--- config.mk ---
export PLATFORM = sky130hd
export DESIGN_NAME = cltz_regs
export DESIGN_NICKNAME = d
export VERILOG_FILES = /design/src/logic/cltz_pkg.sv /design/src/logic/cltz_regs.sv
export SDC_FILE = /design/constraint.sdc
export NUM_CORES = 1
export LEC_CHECK = 0
export ABC_AREA = 1
export BUFFER_PORTS_ARGS = -buffer_cell sky130_fd_sc_hd__clkbuf_2
export CAP_MARGIN = 10
export CORE_MARGIN = 5
export CORE_UTILIZATION = 40
export CTS_CLUSTER_DIAMETER = 40
export CTS_CLUSTER_SIZE = 28
export DETAILED_ROUTE_END_ITERATION = 7
export PLACE_DENSITY = 0.65
export REMOVE_ABC_BUFFERS = 1
export SLEW_MARGIN = 20
export SYNTH_ARGS = -nofsm -noshare
export SYNTH_HDL_FRONTEND = slang
export SYNTH_SLANG_ARGS = --single-unit
export TNS_END_PERCENT = 20
--- constraint.sdc ---
create_clock -name clk_i -period 3.2 [get_ports clk_i]
set_input_delay 0.64 -clock clk_i [delete_from_list [all_inputs] [get_ports clk_i]]
set_output_delay 0.64 -clock clk_i [all_outputs]
set_load 0.02 [all_outputs]
--- src/logic/cltz_pkg.sv ---
// Package: register map, field layouts and constants of the limit regs
package cltz_pkg;
  // ---------------------------------------------------------------
  // Register offsets
  // ---------------------------------------------------------------
  localparam logic [7:0] ADDR_ILIM = 8'h01;
  localparam logic [7:0] ADDR_FLOAT = 8'h02;
  localparam logic [7:0] ADDR_ICHG = 8'h04;
  localparam logic [7:0] ADDR_VFLOOR = 8'h05;
  localparam logic [7:0] ADDR_SAFETY = 8'h06;
  localparam logic [7:0] ADDR_ZONE = 8'h12;
  // ---------------------------------------------------------------
  // Field layouts
  // ---------------------------------------------------------------
  typedef struct packed {logic [1:0] code; logic [5:0] rest;} cltz_ilim_s;
  typedef struct packed {logic [5:0] code; logic [1:0] rest;} cltz_float_s;
  typedef struct packed {logic [3:0] code; logic [3:0] rest;} cltz_ichg_s;
  typedef struct packed {
    logic [3:0] rest;
    logic limiting;
    logic [2:0] code;
  } cltz_vfloor_s;
  typedef struct packed {logic [3:0] ic; logic [3:0] fv;} cltz_safety_s;
  typedef struct packed {
    logic temperature_control_disable;
    logic [1:0] rsvd;
    logic valid;
    logic [3:0] zone;
  } cltz_zone_s;
  // Synchronised analog comparator and strap inputs
  typedef struct packed {
    logic strap;
    logic at_floor;
    logic lim_reached;
    logic pgood;
    logic batt_low;
    logic above_short;
    logic sw_active;
    logic [3:0] zone;
    logic grounded;
  } cltz_pins_s;
  typedef enum logic [1:0] {
    LOOP_IDLE, LOOP_RAISE, LOOP_HOLD, LOOP_LIMIT
  } cltz_loop_e;
  // ---------------------------------------------------------------
  // Reset values (plain defaults)
  // ---------------------------------------------------------------
  localparam logic [7:0] RST_REG = 8'h00;
  localparam logic [7:0] RST_SAFETY = 8'h00;
  // ---------------------------------------------------------------
  // Codes and scales
  // ---------------------------------------------------------------
  localparam logic [3:0] ZONE_HOT = 4'hF;
  localparam logic [3:0] ZONE_WARM = 4'h7;
  localparam logic [3:0] ZONE_COOL = 4'h1;
  localparam logic [3:0] ZONE_COLD = 4'h0;
  localparam logic [1:0] ILIM_NONE = 2'h3;
  localparam logic [12:0] FLOOR_BASE_MV = 13'd4213;
  localparam logic [12:0] FLOOR_STEP_MV = 13'd80;
  localparam logic [10:0] ICEIL_BASE_MA = 11'd550;
  localparam logic [10:0] ICEIL_STEP_MA = 11'd100;
  localparam logic [10:0] ICEIL_TOP_MA = 11'd1550;
  localparam logic [3:0] ICEIL_MAX_CODE = 4'h9;
  localparam logic [5:0] FV_CEIL_BASE = 6'h23;
  localparam logic [3:0] FV_CEIL_CAP = 4'hC;
  localparam logic [5:0] FV_COOL_CODE = 6'h19;
  // ---------------------------------------------------------------
  // Timing
  // ---------------------------------------------------------------
  localparam int CLK_PERIOD_NS = 8;
  localparam int ZONE_PERIOD_NS = 1000000000;
  localparam int ZONE_PERIOD_CYC = ZONE_PERIOD_NS / CLK_PERIOD_NS;
  localparam int LOOP_STEP_NS = 1000;
  localparam int LOOP_STEP_CYC = LOOP_STEP_NS / CLK_PERIOD_NS;
endpackage

--- src/logic/cltz_regs.sv ---
// Module: charger limit, safety ceiling and thermal zone registers
`timescale 1ns/1ps
module cltz_regs
  import cltz_pkg::*;
#(
  parameter int ZONE_CYC = ZONE_PERIOD_CYC
) (
  input wire logic clk_i,
  input wire logic rst_i,
  input wire logic reg_wr_i,
  input wire logic reg_rd_i,
  input wire logic [7:0] reg_addr_i,
  input wire logic [7:0] reg_wdata_i,
  output logic [7:0] reg_rdata_o,
  input wire cltz_pins_s pins_i,
  output logic charge_allowed_o,
  output logic [1:0] input_current_limit_code_o,
  output logic input_limit_off_o,
  output logic [2:0] input_voltage_floor_code_o,
  output logic [12:0] input_floor_mv_o,
  output logic [5:0] float_voltage_setting_o,
  output logic [3:0] charge_current_setting_o,
  output logic [10:0] current_ceiling_ma_o,
  output logic charge_half_o,
  output logic charge_inhibit_o,
  output logic [3:0] charge_level_o,
  output logic input_voltage_limiting_flag_o,
  output logic thermistor_valid_flag_o,
  output logic [3:0] thermal_zone_bits_o
);
  // ---------------------------------------------------------------
  // State
  // ---------------------------------------------------------------
  typedef struct packed {
    cltz_pins_s sync1;
    cltz_pins_s sync2;
    logic sw_prev;
    logic auto_var;
    logic host_go;
    logic locked;
    logic pend_v;
    logic [7:0] pend;
    cltz_safety_s safety;
    cltz_ilim_s ilim;
    cltz_float_s fv;
    cltz_ichg_s ic;
    cltz_vfloor_s vf;
    cltz_zone_s zn;
    logic [26:0] ztimer;
    logic [7:0] ltimer;
    logic [3:0] level;
    cltz_loop_e loop;
    logic [7:0] rdata;
  } cltz_state_s;

  localparam logic [26:0] ZONE_LAST = 27'(ZONE_CYC - 1);
  localparam logic [7:0] LOOP_LAST = 8'(LOOP_STEP_CYC - 1);

  cltz_state_s s_reg;
  cltz_state_s s_next;
  logic [5:0] fv_max;
  logic [3:0] zone_step;
  logic zone_adj;
  logic [3:0] target;
  logic wr_safety;
  logic wr_other;

  // ---------------------------------------------------------------
  // Decoded ceilings and settings
  // ---------------------------------------------------------------
  // Float ceiling saturates at step 12 whatever the code
  assign zone_step = (s_reg.safety.fv > FV_CEIL_CAP) ? FV_CEIL_CAP
                                                     : s_reg.safety.fv;
  assign fv_max = FV_CEIL_BASE + {2'h0, zone_step};
  assign current_ceiling_ma_o = (s_reg.safety.ic > ICEIL_MAX_CODE) ?
      ICEIL_TOP_MA :
      ICEIL_BASE_MA + 11'(s_reg.safety.ic) * ICEIL_STEP_MA;
  assign input_floor_mv_o = FLOOR_BASE_MV +
      13'(s_reg.vf.code) * FLOOR_STEP_MV;
  assign input_voltage_floor_code_o = s_reg.vf.code;
  assign input_current_limit_code_o = s_reg.ilim.code;
  assign input_limit_off_o = (s_reg.ilim.code == ILIM_NONE);

  // Zone effects apply only with a valid reading and control enabled
  assign zone_adj = s_reg.zn.valid && !s_reg.zn.temperature_control_disable;
  assign charge_inhibit_o = zone_adj &&
      (s_reg.zn.zone == ZONE_COLD || s_reg.zn.zone == ZONE_HOT);
  assign charge_half_o = zone_adj &&
      (s_reg.zn.zone == ZONE_COOL || s_reg.zn.zone == ZONE_WARM);
  // Clamp again at the output: a later ceiling commit may be lower
  assign float_voltage_setting_o = charge_half_o ? FV_COOL_CODE :
      (s_reg.fv.code > fv_max) ? fv_max : s_reg.fv.code;
  assign charge_current_setting_o =
      (s_reg.ic.code > s_reg.safety.ic) ? s_reg.safety.ic
                                        : s_reg.ic.code;
  assign target = charge_half_o ? {1'b0, charge_current_setting_o[3:1]}
                                : charge_current_setting_o;
  // No-auto variant holds off until the host has spoken
  assign charge_allowed_o = s_reg.sync2.pgood && !charge_inhibit_o &&
      (s_reg.auto_var || s_reg.host_go);
  assign charge_level_o = s_reg.level;
  assign input_voltage_limiting_flag_o = s_reg.vf.limiting;
  assign thermistor_valid_flag_o = s_reg.zn.valid;
  assign thermal_zone_bits_o = s_reg.zn.zone;
  assign reg_rdata_o = s_reg.rdata;
  assign wr_safety = reg_wr_i && reg_addr_i == ADDR_SAFETY;
  assign wr_other = reg_wr_i && (reg_addr_i == ADDR_ILIM ||
      reg_addr_i == ADDR_FLOAT || reg_addr_i == ADDR_ICHG ||
      reg_addr_i == ADDR_VFLOOR || reg_addr_i == ADDR_ZONE);

  // ---------------------------------------------------------------
  // Next state
  // ---------------------------------------------------------------
  always_comb begin
    s_next = s_reg;
    s_next.sync1 = pins_i;
    s_next.sync2 = s_reg.sync1;
    s_next.sw_prev = s_reg.sync2.sw_active;
    // Static strap; only the second stage is read, never the first
    s_next.auto_var = s_reg.sync2.strap;

    // Host writes; over-ceiling codes are stored as the ceiling
    if (wr_other) begin
      s_next.host_go = 1'b1;
      s_next.locked = 1'b1;
    end
    if (reg_wr_i) begin
      case (reg_addr_i)
        ADDR_ILIM: s_next.ilim = cltz_ilim_s'(reg_wdata_i);
        ADDR_FLOAT: begin
          s_next.fv = cltz_float_s'(reg_wdata_i);
          if (reg_wdata_i[7:2] > fv_max) begin
            s_next.fv.code = fv_max;
          end
        end
        ADDR_ICHG: begin
          s_next.ic = cltz_ichg_s'(reg_wdata_i);
          if (reg_wdata_i[7:4] > s_reg.safety.ic) begin
            s_next.ic.code = s_reg.safety.ic;
          end
        end
        ADDR_VFLOOR: begin
          s_next.vf.rest = reg_wdata_i[7:4];
          s_next.vf.code = reg_wdata_i[2:0];
        end
        ADDR_ZONE: s_next.zn.temperature_control_disable = reg_wdata_i[7];
        ADDR_SAFETY: begin
          // Pair compare while unlocked: a match commits, anything else re-arms
          if (!s_reg.locked) begin
            if (s_reg.pend_v && s_reg.pend == reg_wdata_i) begin
              s_next.safety = cltz_safety_s'(reg_wdata_i);
              s_next.pend_v = 1'b0;
            end else begin
              s_next.pend = reg_wdata_i;
              s_next.pend_v = 1'b1;
            end
          end
        end
        default: ;
      endcase
    end
    // Any other mapped-register write between the pair breaks it
    if (wr_other) begin
      s_next.pend_v = 1'b0;
    end

    // Read port, one cycle latency, unmapped reads zero
    if (reg_rd_i) begin
      case (reg_addr_i)
        ADDR_ILIM: s_next.rdata = s_reg.ilim;
        ADDR_FLOAT: s_next.rdata = s_reg.fv;
        ADDR_ICHG: s_next.rdata = s_reg.ic;
        ADDR_VFLOOR: s_next.rdata = s_reg.vf;
        ADDR_SAFETY: s_next.rdata = s_reg.safety;
        ADDR_ZONE: s_next.rdata = {s_reg.zn.temperature_control_disable, 2'h0,
                                   s_reg.zn.valid, s_reg.zn.zone};
        default: s_next.rdata = 8'h00;
      endcase
    end

    // Thermistor sampling on entry to switching, then per second
    if (s_reg.sync2.sw_active) begin
      s_next.ztimer = (s_reg.ztimer == ZONE_LAST) ? 27'h0
                                                  : s_reg.ztimer + 27'h1;
    end
    if (s_reg.sync2.sw_active && !s_reg.sw_prev) begin
      s_next.zn.zone = s_reg.sync2.zone;
      s_next.zn.valid = 1'b1;
      s_next.ztimer = 27'h0;
    end else if (s_reg.sync2.sw_active && s_reg.ztimer == ZONE_LAST) begin
      s_next.zn.zone = s_reg.sync2.zone;
      s_next.zn.valid = 1'b1;
    end
    // Grounded input overrides any reading
    if (s_reg.sync2.grounded) begin
      s_next.zn.zone = ZONE_COLD;
      s_next.zn.valid = 1'b0;
    end

    // Input-voltage loop, one step per loop period
    s_next.ltimer = (s_reg.ltimer == LOOP_LAST) ? 8'h0
                                                : s_reg.ltimer + 8'h1;
    if (s_reg.ltimer == LOOP_LAST) begin
      case (s_reg.loop)
        LOOP_IDLE, LOOP_RAISE, LOOP_HOLD, LOOP_LIMIT: begin
          if (!charge_allowed_o) begin
            s_next.level = 4'h0;
            s_next.loop = LOOP_IDLE;
          end else if (s_reg.sync2.at_floor) begin
            if (s_reg.level != 4'h0) begin
              s_next.level = s_reg.level - 4'h1;
            end
            s_next.loop = LOOP_LIMIT;
          end else if (s_reg.level > target) begin
            s_next.level = s_reg.level - 4'h1;
            s_next.loop = LOOP_HOLD;
          end else if (s_reg.sync2.lim_reached || s_reg.level == target) begin
            s_next.loop = LOOP_HOLD;
          end else begin
            s_next.level = s_reg.level + 4'h1;
            s_next.loop = LOOP_RAISE;
          end
        end
        default: s_next.loop = LOOP_IDLE;
      endcase
    end
    s_next.vf.limiting = (s_next.loop == LOOP_LIMIT);

    // Low battery resets the control registers, and the disable bit
    if (s_reg.sync2.batt_low) begin
      s_next.ilim = cltz_ilim_s'(RST_REG);
      s_next.fv = cltz_float_s'(RST_REG);
      s_next.ic = cltz_ichg_s'(RST_REG);
      s_next.vf.rest = 4'h0;
      s_next.vf.code = 3'h0;
      s_next.zn.temperature_control_disable = 1'b0;
      s_next.host_go = 1'b0;
    end
    // Below short threshold the ceiling holds default and unlocks
    if (!s_reg.sync2.above_short) begin
      s_next.safety = cltz_safety_s'(RST_SAFETY);
      s_next.locked = 1'b0;
      s_next.pend_v = 1'b0;
    end
  end

  // ---------------------------------------------------------------
  // State register
  // ---------------------------------------------------------------
  always_ff @(posedge clk_i) begin
    if (rst_i) begin
      s_reg <= '0;
      s_reg.safety <= cltz_safety_s'(RST_SAFETY);
      s_reg.loop <= LOOP_IDLE;
    end else begin
      s_reg <= s_next;
    end
  end

  // ---------------------------------------------------------------
  // Assertions
  // ---------------------------------------------------------------
  localparam int LOOP_WAIT = 260;
endmodule // cltz_regs

Word-level counts from Yosys, hierarchy flattened --
Cells that the tools add are included.
Operators by class: muxes and demuxes 21, reductions and logical operators 40, $lt $le $gt $ge 7, equality and inequality tests 20, multiply operators 2, add/subtract/negate cells 7, bitwise operators 3
Operator list (number):
- case mux 8 bit (6 select lines) | 1
- 2-to-1 mux 6 bit | 7
- adder 27 x 1 -> 27 bit (second input constant) | 1
- == test 27 bit (second input constant) | 1
- 2-to-1 mux 27 bit | 1
- == test 8 x 3 -> 1 bit (second input constant) | 3
- 2-to-1 mux 4 bit | 6
- adder 13 x 10 -> 13 bit (first input constant) | 1
- greater-than comparator 4 bit | 3
- greater-than comparator 6 bit | 2
- adder 10 x 11 -> 11 bit (first input constant) | 1
- 2-to-1 mux 11 bit | 1
- 2-to-1 mux 5 bit | 2
- AND reduction 2 bit | 5
- OR reduction 2 bit | 5
- logical AND 1 bit | 9
- multiplier 4 x 5 -> 9 bit (second input constant) | 1
- adder 8 x 1 -> 8 bit (second input constant) | 1
- == test 2 bit (second input constant) | 4
- == test 8 x 1 -> 1 bit (second input constant) | 1
- == test 8 x 2 -> 1 bit (second input constant) | 1
- == test 8 x 5 -> 1 bit (second input constant) | 1
- == test 8 x 7 -> 1 bit (second input constant) | 1
- == test 8 bit | 1
- 25 further kinds | 40
Storage, ports and cells: logic and storage cells 143, bits of input ports 32, flip-flop bits (word level) 132

Longest topological paths before layout --
word-level depth 13, depth in mapped cells 24

Worst setup path after synthesis --
OpenSTA, ideal clock, no wires.
path kind reg2reg, from register s_reg[95] (netlist bit), to register s_reg, in the netlist charge_level_o[3], slack 0.065 ns, cell stages (with the launch flop) 20, arrival 3.023 ns, cell sequence dfxtp_1 > inv_1 > ha_1 > nand2_1 > o21ai_0 > o21ai_1 > o21ai_0 > mux2i_1 > ha_1 > nand2_1 > nor2_1 > inv_1 > nand2_1 > nand2_1 > nand2_1 > nand2_1 > nand2_1 > nand2_1 > nand2_1 > nor2_1
Between the ends: longest elaborated chain between the ends 8, elaborated cells between the ends (all ways) 12
RTL lines:
- from (decl) | line cltz_regs.sv:59 | cltz_state_s s_reg;
- from (signal assigned) | line cltz_regs.sv:256 | s_reg <= s_next;
- greater-than comparator 4 bit * | line cltz_regs.sv:94 | (s_reg.ic.code > s_reg.safety.ic) ? s_reg.safety.ic
- 2-to-1 mux 4 bit * | line cltz_regs.sv:94
- via charge_current_setting_o[3] | line cltz_regs.sv:22 | output logic [3:0] charge_current_setting_o,
- 2-to-1 mux 4 bit * | line cltz_regs.sv:96 | assign target = charge_half_o ? {1'b0, charge_current_setting_o[3:1]}
- greater-than comparator 4 bit | line cltz_regs.sv:214 | end else if (s_reg.level > target) begin
- 2-to-1 mux 6 bit | line cltz_regs.sv:214
- 2-to-1 mux 6 bit | line cltz_regs.sv:209 | end else if (s_reg.sync2.at_floor) begin
- 2-to-1 mux 6 bit | line cltz_regs.sv:206 | if (!charge_allowed_o) begin
- 2-to-1 mux 6 bit | line cltz_regs.sv:204 | case (s_reg.loop)
Mark *: on every way through the listed nets, which the timed path passes. The rest lies on a longest branch. The select of a mux whose other input is x is not followed. A chain may end at the register's enable or synchronous reset.

Worst setup path in the final report --
from register s_reg[91] (netlist bit), to output float_voltage_setting_o[2]
Between the ends: longest elaborated chain between the ends 6
RTL lines:
- greater-than comparator 4 bit | line cltz_regs.sv:72 | assign zone_step = (s_reg.safety.fv > FV_CEIL_CAP) ? FV_CEIL_CAP
- 2-to-1 mux 4 bit * | line cltz_regs.sv:72
- adder 6 x 4 -> 6 bit * | line cltz_regs.sv:74 | assign fv_max = FV_CEIL_BASE + {2'h0, zone_step};
- greater-than comparator 6 bit | line cltz_regs.sv:92 | (s_reg.fv.code > fv_max) ? fv_max : s_reg.fv.code;
- 2-to-1 mux 6 bit * | line cltz_regs.sv:92
- 2-to-1 mux 6 bit * | line cltz_regs.sv:91 | assign float_voltage_setting_o = charge_half_o ? FV_COOL_CODE :
- to (decl) | line cltz_regs.sv:21 | output logic [5:0] float_voltage_setting_o,
Every way passes the cells marked *; elsewhere a longest branch is shown, timed or not.

==> flow_summary_export.csv <==
group,metric,value,unit
placed_design,place_area,8350,um2
drt,finalWirelength,20900,um
drt,first_pass_iters,6,
synthesis,netlist_instances,1137,
cts,clockBufferDepth,2,
cts,cts_hold_buf,0,
power_and_ir_drop,power.density,421,nW/um2
cells_and_area,nFillCells,1935,
cts,clkTransAtPathRegs,0.06,ns
sta,fin_ws,0.0234,ns
sta,grt_setup_unrepaired,"true",
sta,clock_skew,0.0117,ns
sta,slew_viol_final,0,
setup_path,critPathKind,"reg -> out",
cells_and_area,largest_register_ff_count,95,
floorplan,core_area,19300,um2
setup_path,crit_path_end_kind,"primary output",
cells_and_area,most-common-layout-cells,"nand2_1 (190), nor2_1 (179), inv_1 (165), dfxtp_1 (128), clkbuf_2 (79)",
drt,wl_per_cell,13.9,um
placed_design,port_buffers,84,
global_routing,first_global_vias,6793,
setup_path,cpPeakStageDelay,0.35,ns
sta,post-route-min-period,3.18,ns
floorplan,initial_utilization,40.4,%
setup_path,cpMostUsedCell,"nand2_1",
setup_path,crit_fanout,8,
cells_and_area,final_common_cell,"nand2_1",
setup_path,worstPathCellList,"nand2_4 > nand2_4 > ha_4 > nor2_4 > inv_2 > ha_4 > nand2_1 > nor2_1 > o21ai_1 > o211ai_1 > nand2_2 > nand2_1 > nand2_1 > a31oi_1 > buf_4",
global_routing,grt_pass1_wl,34100,um
sta,tightestPinTransition,0.517,ns
synthesis,synth_ff_type,"dfxtp_1",
cts,cts.sinks,132,
cts,cts_buffers,17,
sta,relSlewSlack,65.4,%
setup_path,critical-path-top-delay-family,"simple AND/OR/NAND/NOR gates",
floorplan,die_h,150,um
sta,fmax,315,MHz
drt,route.detailed.drc,0,
synthesis,syn_area,7810,um2
cells_and_area,layout-drive-gt1-share,17.7,%
floorplan,ios,93,
status,status,"finished, final reports clean",
placed_design,preCtsSetupSlack,0.186,ns
synthesis,synth_edf_count,0,
sta,fin_crit_sh,99.3,%
synthesis,synth-async-reset-ratio,0,%
cells_and_area,multiInputGateArea,4290,um2
setup_path,crit_arrival,2.54,ns
cells_and_area,final_design_area_no_fill,9190,um2
cts,clock_latency,0.43,ns
drt,ant_nets,0,
cells_and_area,final-seq-area,2660,um2
sta,setup_viol,0,
setup_path,crit_path_start_kind,"flop",
global_routing,grt_max_degree,31,
sta,finalSetupTns,0,ns
cts,cts_tree,"done",
hold_path,hold_class,"reg -> reg",
synthesis,synth_area_per_cell,6.87,um2
setup_path,critPathSlowestCell,"dfxtp_4",
synthesis,yosysUniqueCellTypes,50,
synthesis,synth_seq_cells,132,
drt,drtIter0Drc,578,
cells_and_area,n_antenna_cell,0,
synthesis,yosys_warnings,0,
global_routing,grt_usage,19.0,%
drt,vias_per_cell,4.85,
placed_design,globalplace.congestion,0.950,
synthesis,yosysSeqAreaShare,33.8,%
floorplan,die_w,150,um
sta,report.final.hold_viol_count,0,
cts,htree_levels,4,
cells_and_area,final_nets,1301,
cells_and_area,syn2layout_area_growth,17.6,%
power_and_ir_drop,p_leak,4.17,nW
placed_design,hpwl,15900,um
setup_path,crit_buf_inv,2,
run,cap_violations,0,
cells_and_area,final_core_util,47.5,%
setup_path,crit_required,2.56,ns
power_and_ir_drop,ir_drop,0.446,mV
cts,cts-root-buf,"clkbuf_16",
global_routing,grt_overflow_total,0,
global_routing,antenna_found_initial,0,
drt,vias,7280,
floorplan,fp-row-count,51,
floorplan,dieArea,22400,um2
-- path summary, 6_finish.rpt --
check	startpoint	slack, ns	to	cells after the start
min	s_next[121]	0.40	s_next[108]	2
max	s_reg[91]	0.02	float_voltage_setting_o[2]	15
min reg2reg	s_next[121]	0.40	s_next[108]	2
max reg2reg	s_reg[96]	0.37	charge_level_o[3]	20
-- layout make-up --
| type | count | share of cell area, % |
|---|---|---|
| Inverter | 185 | 7.63 |
| Clock buffer | 19 | 4.71 |
| Multi-Input combinational cell | 778 | 46.8 |
| Tap cell | 265 | 3.61 |
| Clock inverter | 13 | 1.65 |
| Sequential cell | 132 | 28.9 |
| Timing Repair Buffer | 109 | 6.74 |
-- what timing repair did --
| action | 4_1_cts | 5_1_grt |
|---|---|---|
| buffers inserted | 6 | 5 |
| endpoints found under the setup margin | 9 | 16 |
| pin swaps | 11 | 13 |
| endpoints found under the hold margin | 0 | 0 |
| resized for setup | 30 | 26 |
-- synthesized netlist by cell type (2+ instances only) --
cell	n	area, um2
a211oi_1	4	30.0
a21boi_0	3	22.5
a21oi_1	68	340
a31oi_1	6	37.5
and3_1	2	12.5
buf_2	4	20.0
buf_4	30	225
buf_6	5	56.3
clkbuf_1	9	33.8
clkinv_1	3	11.3
conb_1	2	7.51
dfxtp_1	132	2640
ha_1	45	563
inv_1	171	642
inv_2	9	33.8
mux2i_1	4	40.0
nand2_1	197	739
nand2_2	8	50.1
nand3_1	54	270
nand3_2	3	30.0
nand3b_1	6	45.0
nand4_1	24	150
nor2_1	182	683
nor2_2	7	43.8
nor2_4	6	67.6
nor3_1	21	105
nor3_2	2	20.0
nor3b_1	6	45.0
nor4_1	3	18.8
o211ai_1	2	15.0
o21a_1	3	22.5
o21ai_0	65	325
o21ai_1	7	35.0
or2_2	4	25.0
xnor2_1	5	43.8
xor2_1	21	184
-- power by group --
part | internal, W | switching [W] | leakage (nW)
Sequential | 0.00167 | 0.0000151 | 1.07
Clock | 0.00116 | 0.000785 | 0.282
Combinational | 0.0000673 | 0.000169 | 2.81
Total | 0.00289 | 0.000969 | 4.17
-- kinds of logic after synthesis --
family | count (synthesis) | synth area share [%]
AO/OA/AOI/OAI | 163 | 11.1
XOR/XNOR | 26 | 2.92
adder cells (fa/ha/maj) | 46 | 7.47
buffers and inverters | 233 | 13.3
flip-flops | 132 | 33.8
multiplexers | 4 | 0.513
other | 2 | 0.0962
AND/OR/NAND/NOR | 531 | 30.8
-- worst min-delay path, delay by kind of cell (launching register included) --
family	cells	cell delay, ns
buf+inv	1	0.04
flops	1	0.29
simple gates	1	0.03
-- per-layer routing --
metal	wire length (um)	global-route usage, %	part of all wire, %	vias up
li1	-	-	-	3780
met1	9770	26.1	47	3234
met2	9220	30.0	44	232
met3	1440	3.69	6.9	34
met4	500	6.63	2.4	0
met5	0	0	0	-
-- stage by stage --
| step | hold slack (ns) | instances | total power (W) |
|---|---|---|---|
| 2_1_floorplan | 0.388 | 1095 | 0.00185 |
| 3_5_place_dp | 0.392 | 1458 | 0.00196 |
| 5_1_grt | 0.388 | 1501 | 0.00399 |
| 4_1_cts | 0.385 | 1496 | 0.00389 |
| 6_report | 0.400 | 1501 | 0.00386 |
| 3_3_place_gp | 0.390 | 1458 | 0.00195 |
Note: power is estimated with default switching activity, not from simulation.
